==> config.mk <==
export PLATFORM = sky130hd
export DESIGN_NAME = reset_boot_sequencer
export DESIGN_NICKNAME = d
export VERILOG_FILES = /design/src/hw/boot_seq_pkg.sv /design/src/hw/reset_boot_sequencer.sv
export SDC_FILE = /design/constraint.sdc
export NUM_CORES = 1
export LEC_CHECK = 0
export ABC_AREA = 1
export BUFFER_PORTS_ARGS = -buffer_cell sky130_fd_sc_hd__clkbuf_2
export CORE_MARGIN = 2
export CORE_UTILIZATION = 40
export CTS_CLUSTER_DIAMETER = 60
export CTS_CLUSTER_SIZE = 10
export DETAILED_ROUTE_END_ITERATION = 8
export GPL_TIMING_DRIVEN = 0
export HOLD_SLACK_MARGIN = 0.05
export PLACE_DENSITY = 0.65
export SLEW_MARGIN = 30
export SYNTH_ARGS = -nofsm -noshare
export SYNTH_HDL_FRONTEND = slang
export SYNTH_SLANG_ARGS = --single-unit
==> constraint.sdc <==
create_clock -name clock -period 1.4 [get_ports clock]
set_input_delay 0.14 -clock clock [delete_from_list [all_inputs] [get_ports clock]]
set_output_delay 0.14 -clock clock [all_outputs]
set_load 0.05 [all_outputs]
==> src/hw/boot_seq_pkg.sv <==
package boot_seq_pkg;
    // Core clock rate in MHz and the crystal reference it is derived from.
    localparam int CORE_CLOCK_MHZ = 60;
    localparam int CRYSTAL_MHZ = 24;
    // Boot ROM start address and size in bytes.
    localparam logic [15:0] BOOT_ROM_START = 16'h0000;
    localparam int BOOT_ROM_BYTES = 8192;
    // Code RAM size in bytes.
    localparam int CODE_RAM_BYTES = 32768;
    localparam int CODE_ADDR_W = 15;
    // Reset debounce length in core clocks.
    localparam int DEBOUNCE_CYCLES = 16;
    // Header layout in the EEPROM: signature word, firmware type, vendor and product IDs.
    localparam logic [15:0] HDR_SIG_ADDR = 16'h0000;
    localparam logic [15:0] HDR_TYPE_ADDR = 16'h0002;
    localparam logic [15:0] HDR_VID_ADDR = 16'h0003;
    localparam logic [15:0] HDR_PID_ADDR = 16'h0005;
    localparam logic [15:0] HDR_IMAGE_ADDR = 16'h0010;
    // Firmware type bit: set means enumerate before download.
    localparam int TYPE_ENUM_FIRST_BIT = 0;
    // Reset values of the USB function state.
    localparam logic [6:0] USB_ADDR_RESET = 7'h00;
endpackage

==> src/hw/reset_boot_sequencer.sv <==
`timescale 1ns/1ns
`default_nettype none

// How it works
// - Async low reset, debounced on core clock.
// - Reset clears state; address zero, disconnected.
// - Processor fetch starts at ROM address zero.
// - Read EEPROM signature, compare with expected.
// - Signature match: copy image into code RAM.
// - No valid code: boot from USB download.
// - Fetch vendor and product IDs first.
// - Firmware type selects enumerate-first or stay-disconnected.
// - Assert low power grant during enumeration.
// - No bus power when self-powered: no grant.
// - High power grant only under firmware control.
// - Pin defaults to input with pulldown.
// - General and card-detect inputs raise wake-up.
// - Core runs at 60 MHz from 24 MHz.
module reset_boot_sequencer #(
    parameter logic [15:0] BOOT_SIGNATURE = 16'hA55A, // Expected signature; value arbitrary.
    parameter int IMAGE_BYTES = boot_seq_pkg::CODE_RAM_BYTES,
    parameter int DEBOUNCE = boot_seq_pkg::DEBOUNCE_CYCLES
) (
    input wire logic clock,
    input wire logic rst_n,
    input wire logic master_reset_n,
    // Byte read port toward the serial EEPROM engine.
    output logic ee_read_req,
    output logic [15:0] ee_read_addr,
    input wire logic ee_read_done,
    input wire logic ee_read_error,
    input wire logic [7:0] ee_read_data,
    // Code RAM write port.
    output logic ram_write,
    output logic [boot_seq_pkg::CODE_ADDR_W-1:0] ram_addr,
    output logic [7:0] ram_data,
    // USB function control.
    output logic [6:0] usb_address,
    output logic usb_connect,
    output logic [15:0] vendor_id,
    output logic [15:0] product_id,
    input wire logic enumeration_done,
    input wire logic usb_download_done,
    input wire logic vbus_present,
    input wire logic self_powered,
    output logic usb_download_mode,
    // Processor hand-off.
    output logic cpu_run,
    output logic [15:0] cpu_fetch_addr,
    output logic boot_done,
    // Firmware controls once it runs.
    input wire logic fw_connect,
    input wire logic fw_high_power,
    input wire logic fw_low_power,
    input wire logic fw_pull_up,
    input wire logic fw_pull_down,
    // Power grant open-drain pins: out value and enable.
    output logic low_power_grant_o,
    output logic low_power_grant_oe,
    output logic high_power_grant_o,
    output logic high_power_grant_oe,
    // Pull control of the pulldown-default pin.
    output logic port_pin_pulldown_default_pu,
    output logic port_pin_pulldown_default_pd,
    // Wake sources.
    input wire logic wake_enable,
    input wire logic wake_input_a,
    input wire logic wake_input_b,
    input wire logic card_detect_a,
    input wire logic card_detect_b,
    output logic remote_wake
);

    // Boot sequence states.
    typedef enum logic [3:0] {
        ST_DEBOUNCE,
        ST_SIG_LO,
        ST_SIG_HI,
        ST_TYPE,
        ST_ID,
        ST_ENUM,
        ST_COPY,
        ST_USB_LOAD,
        ST_RUN
    } boot_state_e;

    boot_state_e state_reg; // Current boot step.
    logic [$clog2(DEBOUNCE+1)-1:0] deb_cnt_reg; // Reset debounce counter.
    logic [15:0] sig_reg; // Signature being assembled.
    logic type_enum_first_reg; // Enumerate before download.
    logic [1:0] id_idx_reg; // Which ID byte is fetched.
    logic [15:0] copy_cnt_reg; // Image bytes copied.
    logic req_pending_reg; // A read has been issued and awaits completion.
    logic connected_by_boot_reg; // Boot code has connected.
    logic low_grant_reg; // Boot code asserts the low power grant.
    logic [3:0] wake_prev_reg; // Previous wake input levels.
    logic [3:0] wake_now; // Current wake input levels.

    // Debounce the master reset: the sequence only starts after it has stayed high
    // for a full window, so glitches on the pin cannot launch a half-done boot.
    always_ff @(posedge clock or negedge rst_n) begin
        if (!rst_n) begin
            deb_cnt_reg <= '0;
        end else if (!master_reset_n) begin
            deb_cnt_reg <= '0;
        end else if (deb_cnt_reg != DEBOUNCE[$clog2(DEBOUNCE+1)-1:0]) begin
            deb_cnt_reg <= deb_cnt_reg + 1'b1;
        end
    end

    // Main boot sequence; a low master reset at any time returns it to the start.
    always_ff @(posedge clock or negedge rst_n) begin
        if (!rst_n) begin
            state_reg <= ST_DEBOUNCE;
            sig_reg <= 16'h0000;
            type_enum_first_reg <= 1'b0;
            id_idx_reg <= 2'h0;
            copy_cnt_reg <= 16'h0000;
        end else if (!master_reset_n) begin
            state_reg <= ST_DEBOUNCE;
            sig_reg <= 16'h0000;
            type_enum_first_reg <= 1'b0;
            id_idx_reg <= 2'h0;
            copy_cnt_reg <= 16'h0000;
        end else begin
            case (state_reg)
                ST_DEBOUNCE: begin
                    if (deb_cnt_reg == DEBOUNCE[$clog2(DEBOUNCE+1)-1:0]) begin
                        state_reg <= ST_SIG_LO;
                    end
                end
                ST_SIG_LO: begin
                    if (ee_read_done && ee_read_error) begin
                        state_reg <= ST_USB_LOAD;
                    end else if (ee_read_done) begin
                        sig_reg[7:0] <= ee_read_data;
                        state_reg <= ST_SIG_HI;
                    end
                end
                ST_SIG_HI: begin
                    if (ee_read_done && ee_read_error) begin
                        state_reg <= ST_USB_LOAD;
                    end else if (ee_read_done) begin
                        sig_reg[15:8] <= ee_read_data;
                        state_reg <= ST_TYPE;
                    end
                end
                ST_TYPE: begin
                    // Type byte and IDs are still read when the signature is wrong, since the
                    // IDs are needed for enumeration on the USB download path too.
                    if (ee_read_done) begin
                        type_enum_first_reg <= ee_read_error ? 1'b1
                            : ee_read_data[boot_seq_pkg::TYPE_ENUM_FIRST_BIT];
                        id_idx_reg <= 2'h0;
                        state_reg <= ST_ID;
                    end
                end
                ST_ID: begin
                    if (ee_read_done) begin
                        id_idx_reg <= id_idx_reg + 2'h1;
                        if (id_idx_reg == 2'h3) begin
                            state_reg <= type_enum_first_reg ? ST_ENUM
                                : (sig_reg == BOOT_SIGNATURE ? ST_COPY : ST_USB_LOAD);
                        end
                    end
                end
                ST_ENUM: begin
                    if (enumeration_done) begin
                        state_reg <= (sig_reg == BOOT_SIGNATURE) ? ST_COPY : ST_USB_LOAD;
                    end
                end
                ST_COPY: begin
                    if (ee_read_done && ee_read_error) begin
                        state_reg <= ST_USB_LOAD;
                    end else if (ee_read_done) begin
                        copy_cnt_reg <= copy_cnt_reg + 16'h0001;
                        if (copy_cnt_reg == 16'(IMAGE_BYTES - 1)) begin
                            state_reg <= ST_RUN;
                        end
                    end
                end
                ST_USB_LOAD: begin
                    if (usb_download_done) begin
                        state_reg <= ST_RUN;
                    end
                end
                ST_RUN: begin
                    state_reg <= ST_RUN;
                end
                default: begin
                    state_reg <= ST_DEBOUNCE;
                end
            endcase
        end
    end

    // Vendor and product IDs gathered from the header, low byte first.
    always_ff @(posedge clock or negedge rst_n) begin
        if (!rst_n) begin
            vendor_id <= 16'h0000;
            product_id <= 16'h0000;
        end else if (state_reg == ST_ID && ee_read_done && !ee_read_error) begin
            case (id_idx_reg)
                2'h0: vendor_id[7:0] <= ee_read_data;
                2'h1: vendor_id[15:8] <= ee_read_data;
                2'h2: product_id[7:0] <= ee_read_data;
                default: product_id[15:8] <= ee_read_data;
            endcase
        end
    end

    // One outstanding read at a time; the request is a single-cycle pulse.
    always_ff @(posedge clock or negedge rst_n) begin
        if (!rst_n) begin
            req_pending_reg <= 1'b0;
        end else if (!master_reset_n || ee_read_done) begin
            req_pending_reg <= 1'b0;
        end else if (ee_read_req) begin
            req_pending_reg <= 1'b1;
        end
    end

    // A read is wanted in every state that consumes EEPROM bytes.
    always_comb begin
        ee_read_req = 1'b0;
        ee_read_addr = 16'h0000;
        if (master_reset_n && !req_pending_reg && !ee_read_done) begin
            case (state_reg)
                ST_SIG_LO: begin
                    ee_read_req = 1'b1;
                    ee_read_addr = boot_seq_pkg::HDR_SIG_ADDR;
                end
                ST_SIG_HI: begin
                    ee_read_req = 1'b1;
                    ee_read_addr = boot_seq_pkg::HDR_SIG_ADDR + 16'h0001;
                end
                ST_TYPE: begin
                    ee_read_req = 1'b1;
                    ee_read_addr = boot_seq_pkg::HDR_TYPE_ADDR;
                end
                ST_ID: begin
                    ee_read_req = 1'b1;
                    ee_read_addr = boot_seq_pkg::HDR_VID_ADDR + {14'h0000, id_idx_reg};
                end
                ST_COPY: begin
                    ee_read_req = 1'b1;
                    ee_read_addr = boot_seq_pkg::HDR_IMAGE_ADDR + copy_cnt_reg;
                end
                default: begin
                    ee_read_req = 1'b0;
                end
            endcase
        end
    end

    // Code RAM write, registered from each good image byte.
    always_ff @(posedge clock or negedge rst_n) begin
        if (!rst_n) begin
            ram_write <= 1'b0;
            ram_addr <= '0;
            ram_data <= 8'h00;
        end else begin
            ram_write <= state_reg == ST_COPY && ee_read_done && !ee_read_error;
            ram_addr <= copy_cnt_reg[boot_seq_pkg::CODE_ADDR_W-1:0];
            ram_data <= ee_read_data;
        end
    end

    // USB connect: boot connects for enumerate-first images; otherwise firmware does.
    always_ff @(posedge clock or negedge rst_n) begin
        if (!rst_n) begin
            connected_by_boot_reg <= 1'b0;
        end else if (!master_reset_n) begin
            connected_by_boot_reg <= 1'b0;
        end else if (state_reg == ST_ENUM) begin
            connected_by_boot_reg <= 1'b1;
        end
    end

    // Low power grant: raised while enumerating, unless self-powered with no bus power.
    always_ff @(posedge clock or negedge rst_n) begin
        if (!rst_n) begin
            low_grant_reg <= 1'b0;
        end else if (!master_reset_n) begin
            low_grant_reg <= 1'b0;
        end else if (state_reg == ST_ENUM || state_reg == ST_USB_LOAD) begin
            low_grant_reg <= vbus_present || !self_powered;
        end
    end

    // Outputs driven from state; firmware takes over once running.
    always_ff @(posedge clock or negedge rst_n) begin
        if (!rst_n) begin
            usb_address <= boot_seq_pkg::USB_ADDR_RESET;
            usb_connect <= 1'b0;
            usb_download_mode <= 1'b0;
            cpu_run <= 1'b0;
            cpu_fetch_addr <= boot_seq_pkg::BOOT_ROM_START;
            boot_done <= 1'b0;
            low_power_grant_oe <= 1'b0;
            high_power_grant_oe <= 1'b0;
            port_pin_pulldown_default_pu <= 1'b0;
            port_pin_pulldown_default_pd <= 1'b1;
        end else begin
            usb_address <= boot_seq_pkg::USB_ADDR_RESET;
            usb_connect <= master_reset_n && (connected_by_boot_reg || (state_reg == ST_RUN && fw_connect));
            usb_download_mode <= state_reg == ST_USB_LOAD;
            // The processor leaves reset fetching at the start of the boot ROM.
            cpu_run <= master_reset_n && state_reg != ST_DEBOUNCE;
            cpu_fetch_addr <= boot_seq_pkg::BOOT_ROM_START;
            boot_done <= state_reg == ST_RUN;
            low_power_grant_oe <= (state_reg == ST_RUN) ? fw_low_power : low_grant_reg;
            high_power_grant_oe <= state_reg == ST_RUN && fw_high_power;
            port_pin_pulldown_default_pu <= state_reg == ST_RUN && fw_pull_up;
            port_pin_pulldown_default_pd <= (state_reg == ST_RUN) ? fw_pull_down : 1'b1;
        end
    end

    // Open-drain pins pull low when asserted, so the driven value is always zero.
    assign low_power_grant_o = 1'b0;
    assign high_power_grant_o = 1'b0;

    // Wake events: any edge on an enabled source gives a one-cycle pulse.
    assign wake_now = {card_detect_b, card_detect_a, wake_input_b, wake_input_a};
    always_ff @(posedge clock or negedge rst_n) begin
        if (!rst_n) begin
            wake_prev_reg <= 4'hF; // Pins idle high on their pullups, so reset brings no false edge.
            remote_wake <= 1'b0;
        end else begin
            wake_prev_reg <= wake_now;
            remote_wake <= wake_enable && (wake_now != wake_prev_reg);
        end
    end

    // The 60 MHz core clock arrives from the transceiver PLL; nothing here divides it.
endmodule // reset_boot_sequencer

`default_nettype wire

After elaboration in Yosys (flattened, before gate mapping) --
Index checks and enable logic that the tools add are counted.
Storage, ports and cells: register bits 116, logic and storage cells 155
Cells by class: add/sub/neg operators 5, equality and inequality tests 36, muxes and demuxes 48, bitwise operators 1, reduce and logical (&&, ||, !) cells 38
Operator list (number):
- $mux W16 | 6
- $pmux W16 S4 | 1
- $mux W4 | 15
- $pmux W4 S9 | 1
- $mux W8 | 4
- $ne A3 B3 Y1 const B | 6
- $add A16 B1 Y16 const B | 1
- $add A5 B16 Y16 const A | 1
- $eq A16 B15 Y1 const B | 1
- $eq A16 B16 Y1 const B | 1
- $eq A4 B3 Y1 const B | 4
- $ne A2 B1 Y1 const B | 8
- $ne A4 B4 Y1 const B | 4
- $mux W1 | 15
- $logic_and A1 B1 Y1 | 13
- $reduce_and A3 Y1 | 4
- $mux W5 | 2
- $reduce_and A10 Y1 | 1
- $reduce_and A2 Y1 | 5
- $eq A4 B2 Y1 const B | 2
- $mux W2 | 3
- $add A5 B1 Y5 const B | 1
- $eq A5 B5 Y1 const B | 1
- $logic_not A1 Y1 | 5
- 19 further kinds | 23

Logic depth before layout (Yosys ltp) --
depth in word-level cells 7, gate-level depth with buffers 10

Least setup slack after synthesis --
Ideal clock, no wire load.
path type register -> output, start register state_reg[3], end output port ee_read_addr[15], data arrival time 2.150 ns, path slack -0.890 ns, stages on the path, launching flop included 6, path buffers 0, cell sequence dfrtp_1 -> inv_2 -> nand2_1 -> nor2_1 -> nand2_1 -> nor3b_1
On the way: word-level cells in the longest chain between the ends 3, elaborated cells on any way between the ends 6, classes of those cells eq/ne (4); mux (2)
Ends and longest elaborated chain:
- start: declaration | line reset_boot_sequencer.sv:87 | boot_state_e state_reg;
- start signal: assignment | line reset_boot_sequencer.sv:162 | state_reg <= type_enum_first_reg ? ST_ENUM
- start signal: assignment | line reset_boot_sequencer.sv:169 | state_reg <= (sig_reg == BOOT_SIGNATURE) ? ST_COPY : ST_USB_LOAD;
- $eq A4 B3 Y1 / $eq A4 B2 Y1 (equally long branches) | line reset_boot_sequencer.sv:228 | case (state_reg)
- $pmux W16 S4 (*) | line reset_boot_sequencer.sv:228
- $mux W16 (*) | line reset_boot_sequencer.sv:227 | if (master_reset_n && !req_pending_reg && !ee_read_done) begin
- end: declaration | line reset_boot_sequencer.sv:29 | output logic [15:0] ee_read_addr,
Mark *: on every way between the ends. The rest lies on a longest branch, timed or not.

Worst setup path in the final report --
start register copy_cnt_reg[4], end register copy_cnt_reg[15]
On the way: word-level cells in the longest chain between the ends 5
Ends and longest elaborated chain:
- start: declaration | line reset_boot_sequencer.sv:92 | logic [15:0] copy_cnt_reg;
- start signal: assignment | line reset_boot_sequencer.sv:176 | copy_cnt_reg <= copy_cnt_reg + 16'h0001;
- $add A16 B1 Y16 | line reset_boot_sequencer.sv:176
- $mux W16 | line reset_boot_sequencer.sv:175 | end else if (ee_read_done) begin
- $mux W16 | line reset_boot_sequencer.sv:173 | if (ee_read_done && ee_read_error) begin
- $mux W16 | line reset_boot_sequencer.sv:126 | case (state_reg)
- $mux W16 | line reset_boot_sequencer.sv:119 | end else if (!master_reset_n) begin
No other way between the ends. The select of a mux whose other input is x is not followed. A chain may end at the register's enable or synchronous reset.

==> results.txt <==
Final design instance area without fill: 9280 µm²
Slew HR: 48.9%
Post-synthesis cell area: 5290 µm²
Status: finished with violations
Final setup fails: 95
Clock latency at the later pin of the worst-skew pair: 0.42 ns
Failing checks: negative setup slack
Setup WS pre-CTS: -0.438 ns
Clock root cell: clkbuf_16
Lkg Pwr: 4.46 nW
Sink Count: 116
Start point of the critical path: copy_cnt_reg[4]
I/O Buffers: 108
Critical Path AT: 2.54 ns
F_max: 450 MHz
Clk slew on worst S/H paths: 0.05 ns
Crit end category: register
Vias: 5260
Synth-to-layout area growth: 75.6%
Skew final: 0.00666 ns
Final worst setup slack: -0.824 ns
Pin count of the biggest net entering global routing: 75
R2r worst-path depth: 13
Post-route minimum period: 2.22 ns
Post-synthesis cell count: 594
CP startpoint kind: register
HPWL Detailed: 9.62 mm
First-pass GRT wire length: 24.9 mm
GP Congestion: 0.870
FF-to-FF Start: copy_cnt_reg[4]
Initial DRC count: 476
PD cells: 1340 nW/µm²
GRT Residual Overflow: 0
Final ANT Viol Nets: 0
Vias per cell: 5.02
Avg Inst Size Synth: 8.90 µm²
Async S/R FF share, synth: 100%
Fillers: 848
Initial antenna violation count: 0
Hold Violations, Final: 0
Seq/Total Area, Yosys: 55.0%
Slew Limit Fails: 0
Worst Path Max Fanout: 4
Hold path startpoint: self_powered
Synth Register Bits: 116
Remaining DRCs: 0
Synth unique cells: 38
Top-area cell type share of the netlist area: 52.5%
Layout cells sized above 1: 56.7%
WP data required: 1.72 ns
Worst-Margin Slew: 0.767 ns
I/O Pins: 134
Worst Hold Class: input pin to register
Total power: 12.4 mW
Hold slack: 0.0819 ns
EDFF count, synth: 0
Number of global-route vias before repair: 4973
Drt total wl: 18.2 mm
Starting density of the core: 40.4%
Core area: 13100 µm²
Most used DFF post-synth: dfrtp_1
CTS tree: yes
Clock H-tree levels: 4
Cell Rows: 42
Die area: 14200 µm²
Worst vdd ir: 0.867 mV
R2r setup slk: -0.82 ns
Ant. Diodes: 0
Synthesis warning total: 0
Mean routed wirelength per cell: 17.4 µm
Die boundary height: 119 µm
Total Routing Usage GR: 22.4%
Max Cap Viol: 0
Die Wd: 119 µm
Clock Tree Buf Depth: 2
NumNets Final: 894
RSZ-0062 raised after global routing: yes
DR pass1 iterations: 5
Setup_tns: -32.08 ns
Synth top area cells: dfrtp_1, nand2_1, nor2_1
Crit path kind: register to register
Hold Path Depth: 4
Final worst path period share: 159%
Total CTS buffers: 17
Area post-placement: 6350 µm²
Top cell type by total area after synthesis: dfrtp_1
## final cells by class
cell class              count  area [µm²]  area share (%)
flip-flops and latches    116        2920            31.5
multi-input cells         397        3090            33.3
clock buffers              19         443            4.77
well taps                 176         220            2.37
clock inverters            13         159            1.71
inverters                  69         292            3.14
repair buffers            221        1870            20.2
plain buffers              36         282            3.03
## metal layers
layer  wire, µm  global-route usage [%]  part of all wire, %
met2       9320                    36.7                   51
met4        476                    8.56                  2.6
met3       1060                    5.51                  5.8
met1       7320                    28.7                   40
met5          0                       0                    0
## repair_timing
action                                  CTS  global route
resized for setup                       159           211
hold endpoints to repair                 69             0
gates cloned                              1             5
pin swaps                                22            45
endpoints found under the setup margin   89            97
setup buffers                            57            35
hold buffers                             20             0
## cell usage in the layout, fill, tap and decap left out, types with 7 or more instances in the layout
cell type / Yosys / routed
dlygate4sd3_1: 0 / 20
nand2_8: 0 / 8
clkbuf_2: 0 / 90
buf_4: 25 / 72
o21ai_1: 40 / 18
clkbuf_16: 0 / 21
nand2_4: 1 / 15
conb_1: 1 / 25
dfrtp_2: 0 / 12
nand2_2: 6 / 39
nor2_1: 60 / 31
o21ai_2: 1 / 38
a21oi_1: 21 / 10
inv_2: 11 / 13
nand3_4: 0 / 7
buf_8: 0 / 17
nand2_1: 129 / 74
nand3_1: 25 / 13
buf_6: 1 / 45
inv_1: 58 / 47
dfrtp_1: 111 / 99
nor2_4: 2 / 30
nor3_4: 0 / 8
nand3_2: 3 / 8
## power by group
group	switching, mW	leakage (nW)	total, mW	internal [mW]
Combinational	2.50	2.63	4.00	1.50
Clock	1.60	0.289	4.44	2.83
Sequential	0.299	1.54	3.95	3.66
## stage by stage
| stage | instances | utilization, % |
|---|---|---|
| floorplan | 618 | - |
| global placement | 902 | 48.3 |
| detailed placement | 903 | 48.6 |
| CTS | 1012 | 62.9 |
| global route | 1047 | 70.9 |
| finish | 1047 | 70.9 |
## critical path: stages (launching register included)
cell and delay (ns):
dfrtp_2 0.44, clkinvlp_4 0.16, nor2_4 0.23, nand4_1 0.16
nand2_1 0.13, buf_4 0.11, buf_4 0.10, buf_4 0.10
buf_4 0.09, buf_4 0.10, buf_4 0.10, buf_4 0.09
nand3_1 0.08, a21oi_1 0.23
## logic make-up after synthesis
family / Yosys count / share of synthesized area, %
AOI/OAI and AO/OA: 102 / 10.4
xor gates and xnor gates: 6 / 0.994
and+or+nand+nor: 255 / 21.9
DFF: 116 / 55.0
adders and majority gates: 9 / 2.13
buffers and inverters: 105 / 9.49
other: 1 / 0.0709
## Yosys cell counts, types with 6 or more instances
| master | instances |
|---|---|
| o21ai_0 | 24 |
| o31ai_1 | 6 |
| buf_4 | 25 |
| ha_1 | 9 |
| a21oi_1 | 21 |
| nor2_1 | 60 |
| inv_2 | 11 |
| dfrtp_1 | 111 |
| nand2_1 | 129 |
| inv_1 | 58 |
| nor3_1 | 9 |
| nand2_2 | 6 |
| o21ai_1 | 40 |
| nand3_1 | 25 |
## final timing paths
| kind | end |
|---|---|
| setup / recovery | copy_cnt_reg[15] |
| hold / removal | low_grant_reg |
| setup reg to reg | copy_cnt_reg[15] |
| hold reg to reg | ram_addr[12] |
| max in group asynchronous | product_id[8] |
| min in group asynchronous | copy_cnt_reg[7] |
Power figures use the tool's default switching activity.
